--- src/pll_ovr_pkg.sv ---
// Constants shared by the loop override block and its serial port
package pll_ovr_pkg;
    // Serial frame: read flag, 15-bit address, 8-bit data
    localparam int          SPI_ADDR_W     = 15;
    localparam int          SPI_DATA_W     = 8;
    localparam logic [4:0]  SPI_FRAME_LAST = 5'h17;
    localparam logic [4:0]  SPI_ADDR_LAST  = 5'h0f;
    localparam logic [4:0]  SPI_DATA_FIRST = 5'h10;
    // Register offsets
    localparam logic [14:0] PLL_PIN_OVERRIDE_ADDR     = 15'h0058;
    localparam logic [14:0] OSCILLATOR_FREQ_TRIM_ADDR = 15'h0059;
    localparam logic [14:0] PLL_SOFT_RESET_ADDR       = 15'h005c;
    // Reset values
    localparam logic [7:0]  PLL_PIN_OVERRIDE_RST      = 8'h00;
    localparam logic [6:0]  OSCILLATOR_FREQ_TRIM_RST  = 7'h00;
    localparam logic        PLL_SOFT_RESET_RST        = 1'b0;
    // Field positions in the override and soft reset registers
    localparam int OVERRIDE_ENABLE_BIT   = 7;
    localparam int SECOND_DIVREF_MODE_HI = 5;
    localparam int SECOND_DIVREF_MODE_LO = 4;
    localparam int FIRST_DIVREF_MODE_HI  = 3;
    localparam int FIRST_DIVREF_MODE_LO  = 2;
    localparam int SINGLE_ENDED_REF_BIT  = 1;
    localparam int LOOP_ENABLE_VALUE_BIT = 0;
    localparam int LOOP_SOFT_RESET_BIT   = 0;
    // Divided-reference output modes
    localparam logic [1:0] DIVREF_OFF  = 2'h0;
    localparam logic [1:0] DIVREF_DIV1 = 2'h1;
    localparam logic [1:0] DIVREF_DIV2 = 2'h2;
    localparam logic [1:0] DIVREF_DIV4 = 2'h3;
endpackage

--- src/pll_pin_override_and_trim_ctrl.sv ---
// Loop pin override, oscillator trim and soft reset register block
// Contract
// - Override set: loop controls come from registers
// - Override clear: loop controls follow strap pins
// - Bits 5:4 set second divided-reference mode
// - Bits 3:2 set first divided-reference mode
// - Without override, mode fields have no effect
// - Second output runs only with first output
// - Override bit 1 selects single-ended reference
// - Override bit 0 enables the loop
// - Seven-bit trim, loadable by calibration, readable
// - Soft reset release starts enabled calibration
// - Done reported after calibration or skip
`timescale 1ns/1ps
module pll_pin_override_and_trim_ctrl
    import pll_ovr_pkg::*;
(
    input  wire logic       ref_clk_i,
    input  wire logic       resetn_i,
    input  wire logic       spi_sclk_i,
    input  wire logic       spi_csn_i,
    input  wire logic       spi_sdi_i,
    input  wire logic       loop_enable_pin_i,
    input  wire logic       reference_type_pin_i,
    input  wire logic       clock_strap_0_i,
    input  wire logic       clock_strap_1_i,
    input  wire logic       calibration_enable_i,
    input  wire logic       cal_finish_i,
    input  wire logic       cal_trim_load_i,
    input  wire logic [6:0] cal_trim_i,
    output logic            spi_sdo_o,
    output logic            spi_sdo_oe_o,
    output logic            loop_enable_o,
    output logic            single_ended_ref_select_o,
    output logic [1:0]      first_divref_mode_o,
    output logic [1:0]      second_divref_mode_o,
    output logic            loop_soft_reset_o,
    output logic [6:0]      oscillator_freq_trim_o,
    output logic            cal_start_o,
    output logic            calibration_done_o
);
    typedef enum logic [1:0] {CAL_HOLD, CAL_RUN, CAL_DONE} cal_state_t;

    typedef struct packed {
        logic [3:0] pin_s1;
        logic [3:0] pin_s2;
        logic [7:0] ovr;
        logic [6:0] trim;
        logic       srst;
        cal_state_t cal;
        logic       loop_en;
        logic       se_ref;
        logic [1:0] first_mode;
        logic [1:0] second_mode;
        logic       cal_start;
        logic       cal_done;
    } ctrl_state_t;

    ctrl_state_t               s_reg;
    ctrl_state_t               s_next;
    logic                      wr;
    logic [SPI_ADDR_W-1:0]     addr;
    logic [SPI_DATA_W-1:0]     wdata;
    logic [SPI_DATA_W-1:0]     rdata;
    logic                      ovr_en;
    logic [1:0]                first_sel;
    logic [1:0]                second_sel;

    spi_reg_port u_port (
        .ref_clk_i    (ref_clk_i),
        .resetn_i     (resetn_i),
        .spi_sclk_i   (spi_sclk_i),
        .spi_csn_i    (spi_csn_i),
        .spi_sdi_i    (spi_sdi_i),
        .rdata_i      (rdata),
        .spi_sdo_o    (spi_sdo_o),
        .spi_sdo_oe_o (spi_sdo_oe_o),
        .wr_o         (wr),
        .addr_o       (addr),
        .wdata_o      (wdata)
    );

    // Read mux; unmapped offsets read as zero
    always_comb begin
        unique case (addr)
            PLL_PIN_OVERRIDE_ADDR:     rdata = s_reg.ovr;
            OSCILLATOR_FREQ_TRIM_ADDR: rdata = {1'b0, s_reg.trim};
            PLL_SOFT_RESET_ADDR:       rdata = {7'h00, s_reg.srst};
            default:                   rdata = 8'h00;
        endcase
    end

    assign ovr_en = s_reg.ovr[OVERRIDE_ENABLE_BIT];

    // Override fields pick each divided-reference mode; without override, straps pick undivided output or off
    always_comb begin
        if (ovr_en) begin
            first_sel  = s_reg.ovr[FIRST_DIVREF_MODE_HI:FIRST_DIVREF_MODE_LO];
            second_sel = s_reg.ovr[SECOND_DIVREF_MODE_HI:
                                   SECOND_DIVREF_MODE_LO];
        end else begin
            first_sel  = s_reg.pin_s2[2] ? DIVREF_DIV1 : DIVREF_OFF;
            second_sel = s_reg.pin_s2[3] ? DIVREF_DIV1 : DIVREF_OFF;
        end
    end

    // Next state: pin sync, register writes, output selection, calibration
    always_comb begin
        s_next        = s_reg;
        s_next.pin_s1 = {clock_strap_1_i, clock_strap_0_i,
                         reference_type_pin_i, loop_enable_pin_i};
        s_next.pin_s2 = s_reg.pin_s1;
        s_next.cal_start = 1'b0;
        if (wr && addr == PLL_PIN_OVERRIDE_ADDR) begin
            s_next.ovr = wdata;
        end
        if (wr && addr == PLL_SOFT_RESET_ADDR) begin
            s_next.srst = wdata[LOOP_SOFT_RESET_BIT];
        end
        // Engine load wins; software must not write mid-calibration anyway
        if (cal_trim_load_i) begin
            s_next.trim = cal_trim_i;
        end else if (wr && addr == OSCILLATOR_FREQ_TRIM_ADDR) begin
            s_next.trim = wdata[6:0];
        end
        s_next.loop_en = ovr_en ? s_reg.ovr[LOOP_ENABLE_VALUE_BIT]
                                : s_reg.pin_s2[0];
        s_next.se_ref  = ovr_en ? s_reg.ovr[SINGLE_ENDED_REF_BIT]
                                : s_reg.pin_s2[1];
        s_next.first_mode  = first_sel;
        // Second output is gated off while the first is off
        s_next.second_mode = (first_sel == DIVREF_OFF) ? DIVREF_OFF
                                                       : second_sel;
        unique case (s_reg.cal)
            CAL_HOLD: begin
                if (!s_reg.srst) begin
                    s_next.cal       = calibration_enable_i ? CAL_RUN
                                                            : CAL_DONE;
                    s_next.cal_start = calibration_enable_i;
                end
            end
            CAL_RUN: begin
                if (s_reg.srst) begin
                    s_next.cal = CAL_HOLD;
                end else if (cal_finish_i) begin
                    s_next.cal = CAL_DONE;
                end
            end
            CAL_DONE: begin
                if (s_reg.srst) begin
                    s_next.cal = CAL_HOLD;
                end
            end
            default: s_next.cal = CAL_HOLD;
        endcase
        s_next.cal_done = (s_next.cal == CAL_DONE);
    end

    // Single state register; reset starts the calibration tracker held
    always_ff @(posedge ref_clk_i or negedge resetn_i) begin
        if (!resetn_i) begin
            s_reg      <= '0;
            s_reg.ovr  <= PLL_PIN_OVERRIDE_RST;
            s_reg.trim <= OSCILLATOR_FREQ_TRIM_RST;
            s_reg.srst <= PLL_SOFT_RESET_RST;
            s_reg.cal  <= CAL_HOLD;
        end else begin
            s_reg <= s_next;
        end
    end

    assign loop_enable_o             = s_reg.loop_en;
    assign single_ended_ref_select_o = s_reg.se_ref;
    assign first_divref_mode_o       = s_reg.first_mode;
    assign second_divref_mode_o      = s_reg.second_mode;
    assign loop_soft_reset_o         = s_reg.srst;
    assign oscillator_freq_trim_o    = s_reg.trim;
    assign cal_start_o               = s_reg.cal_start;
    assign calibration_done_o        = s_reg.cal_done;

    // Checks on the driven outputs
    a_ovr_loop_enable: assert property (@(posedge ref_clk_i)
        disable iff (!resetn_i) ovr_en |=> loop_enable_o ==
        $past(s_reg.ovr[0])) else $error("loop enable not from reg");
    a_ovr_ref_select: assert property (@(posedge ref_clk_i)
        disable iff (!resetn_i) ovr_en |=> single_ended_ref_select_o ==
        $past(s_reg.ovr[1])) else $error("ref select not from reg");
    a_pin_loop_enable: assert property (@(posedge ref_clk_i)
        disable iff (!resetn_i) !ovr_en |=> loop_enable_o ==
        $past(s_reg.pin_s2[0])) else $error("loop enable not pin");
    a_ovr_first_mode: assert property (@(posedge ref_clk_i)
        disable iff (!resetn_i) ovr_en |=> first_divref_mode_o ==
        $past(s_reg.ovr[3:2])) else $error("first mode wrong");
    a_ovr_second_mode: assert property (@(posedge ref_clk_i)
        disable iff (!resetn_i) (ovr_en && s_reg.ovr[3:2] != 2'h0) |=>
        second_divref_mode_o == $past(s_reg.ovr[5:4]))
        else $error("second mode wrong");
    a_pin_modes: assert property (@(posedge ref_clk_i)
        disable iff (!resetn_i) !ovr_en |=> first_divref_mode_o ==
        {1'b0, $past(s_reg.pin_s2[2])}) else $error("strap ignored");
    a_second_gated: assert property (@(posedge ref_clk_i)
        disable iff (!resetn_i) first_divref_mode_o == 2'h0 |->
        second_divref_mode_o == 2'h0) else $error("second runs alone");
    a_write_applies: assert property (@(posedge ref_clk_i)
        disable iff (!resetn_i) (wr && addr == PLL_PIN_OVERRIDE_ADDR &&
        wdata[7]) |=> ##1 loop_enable_o == $past(wdata[0], 2))
        else $error("override write late");
    a_trim_load: assert property (@(posedge ref_clk_i)
        disable iff (!resetn_i) cal_trim_load_i |=>
        oscillator_freq_trim_o == $past(cal_trim_i))
        else $error("trim not loaded");
    a_cal_start: assert property (@(posedge ref_clk_i)
        disable iff (!resetn_i) (s_reg.cal == CAL_HOLD && !s_reg.srst &&
        calibration_enable_i) |=> cal_start_o && !calibration_done_o)
        else $error("calibration not started");
    a_cal_skip_done: assert property (@(posedge ref_clk_i)
        disable iff (!resetn_i) (s_reg.cal == CAL_HOLD && !s_reg.srst &&
        !calibration_enable_i) |=> calibration_done_o)
        else $error("skip not done");
endmodule

--- src/spi_reg_port.sv ---
// Serial register port: oversampled mode-0 slave giving write strobes
`timescale 1ns/1ps
module spi_reg_port
    import pll_ovr_pkg::*;
(
    input  wire logic                  ref_clk_i,
    input  wire logic                  resetn_i,
    input  wire logic                  spi_sclk_i,
    input  wire logic                  spi_csn_i,
    input  wire logic                  spi_sdi_i,
    input  wire logic [SPI_DATA_W-1:0] rdata_i,
    output logic                       spi_sdo_o,
    output logic                       spi_sdo_oe_o,
    output logic                       wr_o,
    output logic [SPI_ADDR_W-1:0]      addr_o,
    output logic [SPI_DATA_W-1:0]      wdata_o
);
    typedef struct packed {
        logic [2:0]            s1;
        logic [2:0]            s2;
        logic                  sclk_prev;
        logic [4:0]            cnt;
        logic [15:0]           sh;
        logic                  rd;
        logic [SPI_DATA_W-1:0] dout;
        logic                  sdo;
        logic                  oe;
        logic                  wr;
        logic [SPI_ADDR_W-1:0] addr;
        logic [SPI_DATA_W-1:0] wdata;
    } port_state_t;

    port_state_t s_reg;
    port_state_t s_next;
    logic        rise;
    logic        fall;

    // Edges are taken only from the second sync stage
    assign rise = s_reg.s2[2] & ~s_reg.sclk_prev;
    assign fall = ~s_reg.s2[2] & s_reg.sclk_prev;

    // Frame decode; chip select high aborts any partial frame
    always_comb begin
        s_next           = s_reg;
        s_next.wr        = 1'b0;
        s_next.s1        = {spi_sclk_i, spi_csn_i, spi_sdi_i};
        s_next.s2        = s_reg.s1;
        s_next.sclk_prev = s_reg.s2[2];
        if (s_reg.s2[1]) begin
            s_next.cnt = 5'h00;
            s_next.oe  = 1'b0;
        end else begin
            if (rise) begin
                s_next.sh  = {s_reg.sh[14:0], s_reg.s2[0]};
                s_next.cnt = s_reg.cnt + 5'h01;
                if (s_reg.cnt == SPI_ADDR_LAST) begin
                    s_next.rd   = s_reg.sh[14];
                    s_next.addr = {s_reg.sh[13:0], s_reg.s2[0]};
                end
                if (s_reg.cnt == SPI_FRAME_LAST) begin
                    s_next.wr    = ~s_reg.rd;
                    s_next.wdata = {s_reg.sh[6:0], s_reg.s2[0]};
                    s_next.cnt   = 5'h00;
                end
            end
            // Read data launched on falling edges, valid before next rise
            if (fall && s_reg.cnt == SPI_DATA_FIRST) begin
                s_next.dout = rdata_i;
                s_next.sdo  = rdata_i[SPI_DATA_W-1];
                s_next.oe   = s_reg.rd;
            end else if (fall && s_reg.cnt > SPI_DATA_FIRST) begin
                s_next.dout = {s_reg.dout[SPI_DATA_W-2:0], 1'b0};
                s_next.sdo  = s_reg.dout[SPI_DATA_W-2];
            end
        end
    end

    always_ff @(posedge ref_clk_i or negedge resetn_i) begin
        if (!resetn_i) begin
            s_reg    <= '0;
            // Sync stages start at the idle chip-select level, deselected
            s_reg.s1 <= 3'h2;
            s_reg.s2 <= 3'h2;
        end else begin
            s_reg <= s_next;
        end
    end

    assign spi_sdo_o    = s_reg.sdo;
    assign spi_sdo_oe_o = s_reg.oe;
    assign wr_o         = s_reg.wr;
    assign addr_o       = s_reg.addr;
    assign wdata_o      = s_reg.wdata;
endmodule
--- config.mk ---
export PLATFORM = sky130hd
export DESIGN_NAME = pll_pin_override_and_trim_ctrl
export DESIGN_NICKNAME = d
export VERILOG_FILES = /design/src/pll_ovr_pkg.sv /design/src/pll_pin_override_and_trim_ctrl.sv /design/src/spi_reg_port.sv
export SDC_FILE = /design/constraint.sdc
export NUM_CORES = 1
export LEC_CHECK = 0
export BUFFER_PORTS_ARGS = -buffer_cell sky130_fd_sc_hd__buf_4
export CAP_MARGIN = 25
export CORE_MARGIN = 1.5
export CORE_UTILIZATION = 35
export CTS_CLUSTER_SIZE = 40
export DETAILED_ROUTE_END_ITERATION = 12
export MAX_ROUTING_LAYER = met4
export PLACE_DENSITY_LB_ADDON = 0.05
export SLEW_MARGIN = 5
export SYNTH_ARGS = -nofsm -noshare
export SYNTH_HDL_FRONTEND = slang
export SYNTH_HIERARCHICAL = 1
export SYNTH_SLANG_ARGS = --single-unit
--- constraint.sdc ---
create_clock -name ref_clk_i -period 3.25 [get_ports ref_clk_i]
set_clock_uncertainty 0.1 [all_clocks]
set_input_delay 0.325 -clock ref_clk_i [delete_from_list [all_inputs] [get_ports ref_clk_i]]
set_output_delay 0.325 -clock ref_clk_i [all_outputs]
set_load 0.005 [all_outputs]
== Yosys cells after proc, flatten, opt, wreduce, memory -nomap -nowiden ==
Cells that the tools add are included.

* Register bits: 96
* Latch bits: 0
* Bits in writable memories: 0
* Bits in read-only memories: 0
* Input port bits: 19
* Output and inout bits: 18
* Logic and storage cells: 87
* Memories kept: 0

* Add/sub/neg operators: 1
* $mul: 0
* Divide/modulo/power cells: 0
* Order comparisons: 1
* Equal/unequal tests: 9
* Shift-type cells: 0
* Mux-type cells: 31
* Bitwise logic cells: 6
* Reductions and logical operators: 15

{| class="wikitable"
|+ Operators with widths
! operator !! count
|-
| 24-bit two-way mux || 2
|-
| 15-bit by 7-bit equality test with 1-bit output (second input constant) || 3
|-
| 8-bit two-way mux || 3
|-
| 8-bit one-hot mux with 3 select lines || 1
|-
| 22-bit two-way mux || 1
|-
| 2-bit two-way mux || 8
|-
| 15-bit two-way mux || 1
|-
| 7-bit two-way mux || 2
|-
| 5-bit equality test (second input constant) || 2
|-
| 1-bit two-way mux || 10
|-
| 5-bit two-way mux || 2
|-
| 2-bit nonzero test || 4
|-
| 2-bit one-hot mux with 3 select lines || 1
|-
| 3-bit AND reduction || 2
|-
| 5-bit by 1-bit adder with 5-bit output (second input constant) || 1
|-
| 5-bit by 4-bit equality test with 1-bit output (second input constant) || 1
|-
| 5-bit > comparator (second input constant) || 1
|-
| 1-bit logical AND || 5
|-
| 2-bit equality test (second input constant) || 2
|-
| 2-bit zero test || 2
|-
| 1-bit NOT || 4
|-
| 2-bit AND reduction || 2
|-
| 1-bit AND || 2
|-
| 2-bit by 1-bit equality test with 1-bit output (second input constant) || 1
|}

== Depth between registers and ports, before layout ==
Gate-level depths: netlist of the first run.

* Depth after elaboration: 5
* Gate-level depth with buffers: 7
* Gate-level depth less buffers: 6

== Cells and area by module ==
The synthesis of the first run kept the hierarchy.

{| class="wikitable"
|+ Modules (own cells, without submodules)
! module !! instances !! cells each !! area each (sq um)
|-
| spi_reg_port || 1 || 202 || 2,642.5
|-
| pll_pin_override_and_trim_ctrl || 1 || 128 || 1,521.5
|}

== Worst setup path after synthesis of the first run ==
Ideal clock, no wire load.

* Path kind: reg-to-reg
* Start: register u_port/s_reg[51] (netlist name)
* End: register u_port.s_reg, in the netlist u_port/addr_o[10]
* Setup time: 0.127 ns
* Arrival: 1.670 ns
* Required time: 3.023 ns
* Path slack: 1.352 ns
* Cell stages (with the launch flop): 8
* Cell sequence: dfrtp_1 > ha_1 > and3_1 > ha_1 > and2_1 > buf_4 > buf_8 > mux2_1

* Cells in the longest elaborated chain, start to end: 2

{| class="wikitable"
|+ Ends and longest elaborated chain
! item !! line !! source
|-
| start: declaration || spi_reg_port.sv:33 || <nowiki>port_state_t s_reg;</nowiki>
|-
| start signal: assignment || spi_reg_port.sv:85 || <nowiki>s_reg <= s_next;</nowiki>
|-
| 5-bit by 4-bit equality test with 1-bit output || spi_reg_port.sv:56 || <nowiki>if (s_reg.cnt == SPI_ADDR_LAST) begin</nowiki>
|-
| 3-bit AND reduction (no source line) || n/a ||
|}

No other way between the ends.
A chain may end at the register's enable or synchronous reset.

== Worst setup path after layout of the first run ==
* Start: register u_port/s_reg[51] (netlist name)
* End: register u_port.s_reg, in the netlist u_port/addr_o[1]

Same word-level chain as after synthesis.

==> results_dict.tcl, run 1 <==
set metrics [dict create \
    status "finished, violations left" \
    violations "design-rule violations" \
    use_met2 0.201 \
    tightestPinTransition_ps 707 \
    finalHoldViolations 0 \
    n_fill_cell 1108 \
    grtUsageTotal 0.136 \
    antenna_left 0 \
    die_x_um 112 \
    crit_type "reg2reg" \
    core_area_um2 11500 \
    worstHoldStart "cal_trim_i[5]" \
    fin_area_um2 4680 \
    numPortBuffers 36 \
    crit_end "u_port/addr_o[1]" \
    r2r_cells 5 \
    crit_arrival_ps 2320 \
    htreeDepth 3 \
    grt.overflow.total 0 \
    cts_buffer_depth 2 \
    antenna_found_initial 0 \
    synth-seq-area-share 0.572 \
    syn_area_per_cell_um2 12.6 \
    synth_ff_type "dfrtp_1" \
    use_met3 0.0508 \
    netlist_instances 330 \
    most-common-layout-cells "dfrtp_1, mux2_2, buf_4" \
    vias_per_cell 4.74 \
    cp_cell_sequence "ha_1 -> and3_1 -> ha_1 -> and2_1 -> mux2_2" \
    leakage_nw 2.13 \
    instances_no_fill 489 \
    slew_headroom 0.528 \
    setup_violations 0 \
    dp.cells 464 \
    grt_max_degree 80 \
    drtIter0Drc 115 \
    grt_pass1_wl_um 12600 \
    layout.core_utilization 0.407 \
    drv_cap 0 \
    synth_edf_count 0 \
    ir_drop_mv 0.320 \
    multi_input_area_um2 1430 \
    syn2layout_area_growth_pct 12.5 \
    top_usage_layer "met2" \
    yosysUniqueCellTypes 46 \
    drv_slew 0 \
    min_period_over_period 0.675 \
    cpMostUsedCell "ha_1" \
    grt_pass1_vias 2364 \
    drive_gt1_frac 0.312 \
    end_kind "flop" \
    layout_commonest_cell "dfrtp_1" \
    place_congestion 0.710 \
    n_antenna_cell 0 \
    clock_sinks 95 \
    cts_buffers 9 \
    start_util 0.362 \
    finalSetupTns_ps 0 \
    clock_latency_ps 340 \
    rows 39 \
    num_vias 2316 \
    drt_pass1_iterations 8 \
    regArea_um2 2380 \
    fin_nets 363 \
    r2r_start "u_port/s_reg[51]" \
    cp_top_family "simple AND/OR/NAND/NOR gates" \
    whs_path_depth 3 \
    startpoint_type "flop" \
    max_freq_mhz 456 \
    dpl_cell_area_um2 4300 \
    synthArstFlopShare 1.00 \
    worst-path-buf-inv 0 \
    largest_reg_flops 31 \
    cts_tree "built" \
    mappedNetlistArea_um2 4160 \
    clockRootBuffer "clkbuf_16" \
    crit_required_ps 3370 \
    pin_count 37 \
    r2r-end "u_port/addr_o[1]" \
    p_per_area_nw_per_um2 529 \
    gr-usage-met1 0.175 \
    drcViolationCount 7 \
    hold_ws_ps 90.4 \
    rsz0062_at_grt "false" \
    wl_per_cell_um 15.2 \
    dp_hpwl_um 5050 \
    post-route-min-period_ps 2190 \
    crit_fanout 16 \
    cpPeakStageDelay_ps 580 \
    cp-startpoint "u_port/s_reg[51]" \
    synth_nets 352 \
    clk_pin_slew_ps 60 \
    hp-class "in2reg" \
    worst-path-stages 5 \
    reg2reg_setup_slack_ps 1060 \
    dieArea_um2 12600 \
    die_height_um 112 \
    critical_path.slowest_cell "and2_1" \
    synth_seq_cells 95 \
    drt-total-wl_um 7440 \
    ys_warn_count 6 \
]
## synth_stat cells, drive strengths merged, types with 2 or more instances
library cell | number | area share
nand2 | 22 | 0.020
buf | 44 | 0.077
nor4 | 2 | 0.0030
nor3b | 3 | 0.0093
inv | 5 | 0.0045
and2 | 2 | 0.0030
o21ai | 9 | 0.011
or3b | 2 | 0.0042
o31ai | 7 | 0.013
nor2 | 21 | 0.019
a31oi | 2 | 0.0030
ha | 3 | 0.0090
or3 | 2 | 0.0030
dfrtp | 93 | 0.56
a21oi | 13 | 0.016
clkbuf | 4 | 0.0036
mux2i | 14 | 0.034
nor3 | 5 | 0.011
nand2b | 5 | 0.0075
dfstp | 2 | 0.013
nand3 | 2 | 0.0024
and3 | 2 | 0.0030
mux2 | 51 | 0.14
## cell type report
type,instances,share of cell area
clock buffer,12,0.0548
clock inverter,4,0.00427
inverter,5,0.00401
multi-input combinational,182,0.305
sequential,95,0.508
tap,143,0.0382
timing repair buffer,48,0.0855
## tightest hold or removal path, stage by stage
cell     delay, ps
buf_4           80
nand2_1         40
o21ai_0         50
## how the worst min path moves through the flow
stage | end | slack [ps]
3_3_place_gp | u_port/s_next[56] | 230
6_report | oscillator_freq_trim_o[5] | 90
2_1_floorplan | cal_start_o | -70
3_5_place_dp | u_port/s_reg[57] | 240
5_1_grt | oscillator_freq_trim_o[6] | 90
4_1_cts | oscillator_freq_trim_o[5] | 70
## where the power goes
group | internal (mW) | total, mW | switching (mW) | leakage (nW)
clock network | 0.555 | 0.973 | 0.418 | 0.142
registers | 1.26 | 1.33 | 0.0682 | 1.25
logic | 0.100 | 0.175 | 0.0746 | 0.737
total | 1.92 | 2.48 | 0.561 | 2.13
## per-layer routing
metal	wire, µm	vias up
li1	-	1131
met1	3610	1134
met2	3390	41
met3	334	10
met4	100	0
met5	0	-
## cells by family (layout without fill, tap and decap cells)
group	after synthesis	after routing	synth area share
DFF	95	95	0.572
adders and majority gates	3	3	0.00902
buffers and inverters	53	69	0.0853
AOI/OAI and AO/OA	34	34	0.0478
xor gates and xnor gates	1	1	0.00210
muxes	65	65	0.172
and+or+nand+nor	79	79	0.113
## what timing repair did
item                                    CTS  global route
buffers inserted                          0             0
hold endpoints to repair                  7            11
endpoints found under the setup margin    0             0
hold buffers                              7             1
gates resized for setup                   0             0
## stage by stage
stage	power [mW]	setup slack, ps
2_1_floorplan	1.43	1350
3_3_place_gp	1.52	1090
3_5_place_dp	1.52	1060
4_1_cts	2.53	1040
5_1_grt	2.62	925
6_report	2.48	1060
Note: power is estimated with default switching activity, not from simulation.
==> run 2, diff against run 1 <==
--- a/config.mk
+++ b/config.mk
@@ -5,6 +5,7 @@
 export SDC_FILE = /design/constraint.sdc
 export NUM_CORES = 1
 export LEC_CHECK = 0
+export ABC_AREA = 1
 export BUFFER_PORTS_ARGS = -buffer_cell sky130_fd_sc_hd__buf_4
 export CAP_MARGIN = 25
 export CORE_MARGIN = 1.5
==> constraint.sdc (replaced) <==
create_clock -name ref_clk_i -period 2.1 [get_ports ref_clk_i]
set_clock_uncertainty 0.1 [all_clocks]
set_input_delay 0.21 -clock ref_clk_i [delete_from_list [all_inputs] [get_ports ref_clk_i]]
set_output_delay 0.21 -clock ref_clk_i [all_outputs]
set_load 0.005 [all_outputs]
==> results_dict.tcl, run 2 <==
set metrics [dict create \
    status "completed" \
    fin_nets 521 \
    switching_share 0.224 \
    hold_ws_ps 71.3 \
    core_area_um2 12100 \
    fin_area_um2 4970 \
    clk_pin_slew_ps 60 \
    hold_buffers 9 \
    grtUsageTotal 0.151 \
    synth-simple-area-share 0.221 \
    htreeDepth 3 \
    cpPeakStageDelay_ps 420 \
    setup_violations 0 \
    synth_nets 504 \
    vias_per_cell 4.34 \
    startpoint_type "flop" \
    finalSetupTns_ps 0 \
    drt_pass1_iterations 6 \
    hp-class "in2reg" \
    instances_no_fill 672 \
    antenna_found_initial 0 \
    synthArstFlopShare 1.00 \
    leakage_nw 2.42 \
    grt.overflow.total 0 \
    drv_slew 0 \
    cp_cell_sequence "ha_1 -> nand2_1 -> nor2_1 -> ha_1 -> nand2_4 -> nand2_1 -> o21ai_2" \
    crit_type "reg2reg" \
    cts_tree "built" \
    synth-seq-area-share 0.543 \
    p_int_mw 3.06 \
    drive_gt1_frac 0.202 \
    clock_sinks 95 \
    dp.cells 647 \
    dieArea_um2 13200 \
    drcViolationCount 0 \
    yosys.area.top_type_share 0.531 \
    post_cts_buffers 0 \
    synth_fa_ha_area_frac 0.00856 \
    grt_pass1_wl_um 14900 \
    drtIter0Drc 153 \
    critical_path.slowest_cell "dfrtp_1" \
    numPortBuffers 36 \
    synth_edf_count 0 \
    syn_area_per_cell_um2 9.10 \
    rows 40 \
    reg2reg_setup_slack_ps 330 \
    synth.most_common_cell "nand2_1" \
    place_congestion 0.774 \
    drt-total-wl_um 8430 \
    synth_mux_area_frac 0 \
    power_mw 3.95 \
    ys_warn_count 6 \
    layout_commonest_cell "nand2_1" \
    clockRootBuffer "clkbuf_16" \
    grt_pass1_vias 2967 \
    yosys-top-cells-area "dfrtp_1, nand2_1, buf_4" \
    most-common-layout-cells "nand2_1, dfrtp_1, inv_1" \
    synth_top_area_cell "dfrtp_1" \
    n_antenna_cell 0 \
    dp_hpwl_um 6110 \
    cts_buffers 9 \
    synth_seq_cells 95 \
    synth_xor_area_frac 0.00400 \
    start_util 0.362 \
    cts_buffer_depth 2 \
    mappedNetlistArea_um2 4380 \
    combPwrFrac 0.070 \
    slew_headroom 0.701 \
    power.net_switching_uw 885 \
    r2r_start "u_port/s_reg[51]" \
    min_period_over_period 0.843 \
    num_vias 2916 \
    r2r_cells 7 \
    pre_cts_slack_ps 338 \
    finalHoldViolations 0 \
    drv_cap 0 \
    antenna_left 0 \
    synth_ff_type "dfrtp_1" \
    dpl_cell_area_um2 4570 \
    netlist_instances 482 \
    p_per_area_nw_per_um2 794 \
    die_x_um 115 \
    synth-compound-area-share 0.0947 \
    largest_reg_flops 31 \
    syn2layout_area_growth_pct 13.4 \
    clock_latency_ps 340 \
    tightestPinTransition_ps 449 \
    layout.core_utilization 0.411 \
    wl_per_cell_um 12.5 \
    max_freq_mhz 565 \
    crit_required_ps 2270 \
    p_seq_frac 0.506 \
    crit_arrival_ps 1940 \
    ir_drop_mv 0.287 \
    crit_end "u_port/addr_o[6]" \
    yosysUniqueCellTypes 29 \
    post-route-min-period_ps 1770 \
    crit_fanout 30 \
    synth_top_family_by_area "simple AND/OR/NAND/NOR gates" \
    cp-startpoint "u_port/s_reg[51]" \
    pin_count 37 \
    ctsResizeCount 0 \
    layout_setup_ws_ps 329 \
    grt_max_degree 33 \
    r2r-end "u_port/addr_o[6]" \
    synthTopCellsByCount "nand2_1, dfrtp_1, inv_1, buf_4, o21ai_0" \
    die_height_um 115 \
    end_kind "flop" \
    rsz0062_at_grt "false" \
    clkPwrFrac 0.424 \
]
[run 2: cell count changes after synthesis, sizes merged, moves of 12 or more]
| cell | change |
|---|---|
| a21oi | -12 |
| inv | +55 |
| mux2 | -51 |
| mux2i | -14 |
| nand2 | +128 |
| nand3 | +23 |
| nor2 | +12 |
| o21ai | +48 |
[run 2: power groups by stage]
stage / clock network, mW / logic [mW] / registers, mW
3_3_place_gp: 0 / 0.268 / 2.03
6_report: 1.68 / 0.276 / 2.00
5_1_grt: 1.82 / 0.325 / 2.01
3_5_place_dp: 0 / 0.270 / 2.03
2_1_floorplan: 0 / 0.148 / 2.01
4_1_cts: 1.74 / 0.285 / 2.00
[run 2: worst min-delay path by stage]
stage	depth (start not counted)	from	to
after floorplan	0	resetn_i	cal_start_o
after global placement	1	resetn_i	calibration_done_o
after detailed placement	1	resetn_i	calibration_done_o
after CTS	5	cal_trim_i[5]	oscillator_freq_trim_o[5]
after global routing	5	cal_trim_i[2]	oscillator_freq_trim_o[2]
final	5	cal_trim_i[5]	oscillator_freq_trim_o[5]
[run 2: critical path: cells and delay by family, from the launching register on]
family	cells	cell delay [ps]
AO/OA/AOI/OAI	1	80
flip-flops	1	420
adder cells (fa/ha/maj)	2	490
AND/OR/NAND/NOR	4	610
[run 2: final cells by class]
type	instances	area [µm²]
clock buffer	13	270
inverter	60	225
clock inverter	3	40.0
timing repair buffer	50	410
multi-input combinational	283	1440
fill	1252	7140
tap	168	210
sequential	95	2380
[run 2: routing by layer]
metal / track usage / wire, µm / vias up
li1: - / - / 1504
met1: 0.204 / 4370 / 1355
met2: 0.219 / 3570 / 45
met3: 0.0274 / 298 / 12
met4: 0.0716 / 187 / 0
met5: - / 0 / -
[run 2: logic make-up after synthesis]
| kind of cell | Yosys count |
|---|---|
| buffers and inverters | 104 |
| xor gates and xnor gates | 2 |
| and+or+nand+nor | 214 |
| AOI/OAI and AO/OA | 64 |
| adders and majority gates | 3 |
| DFF | 95 |
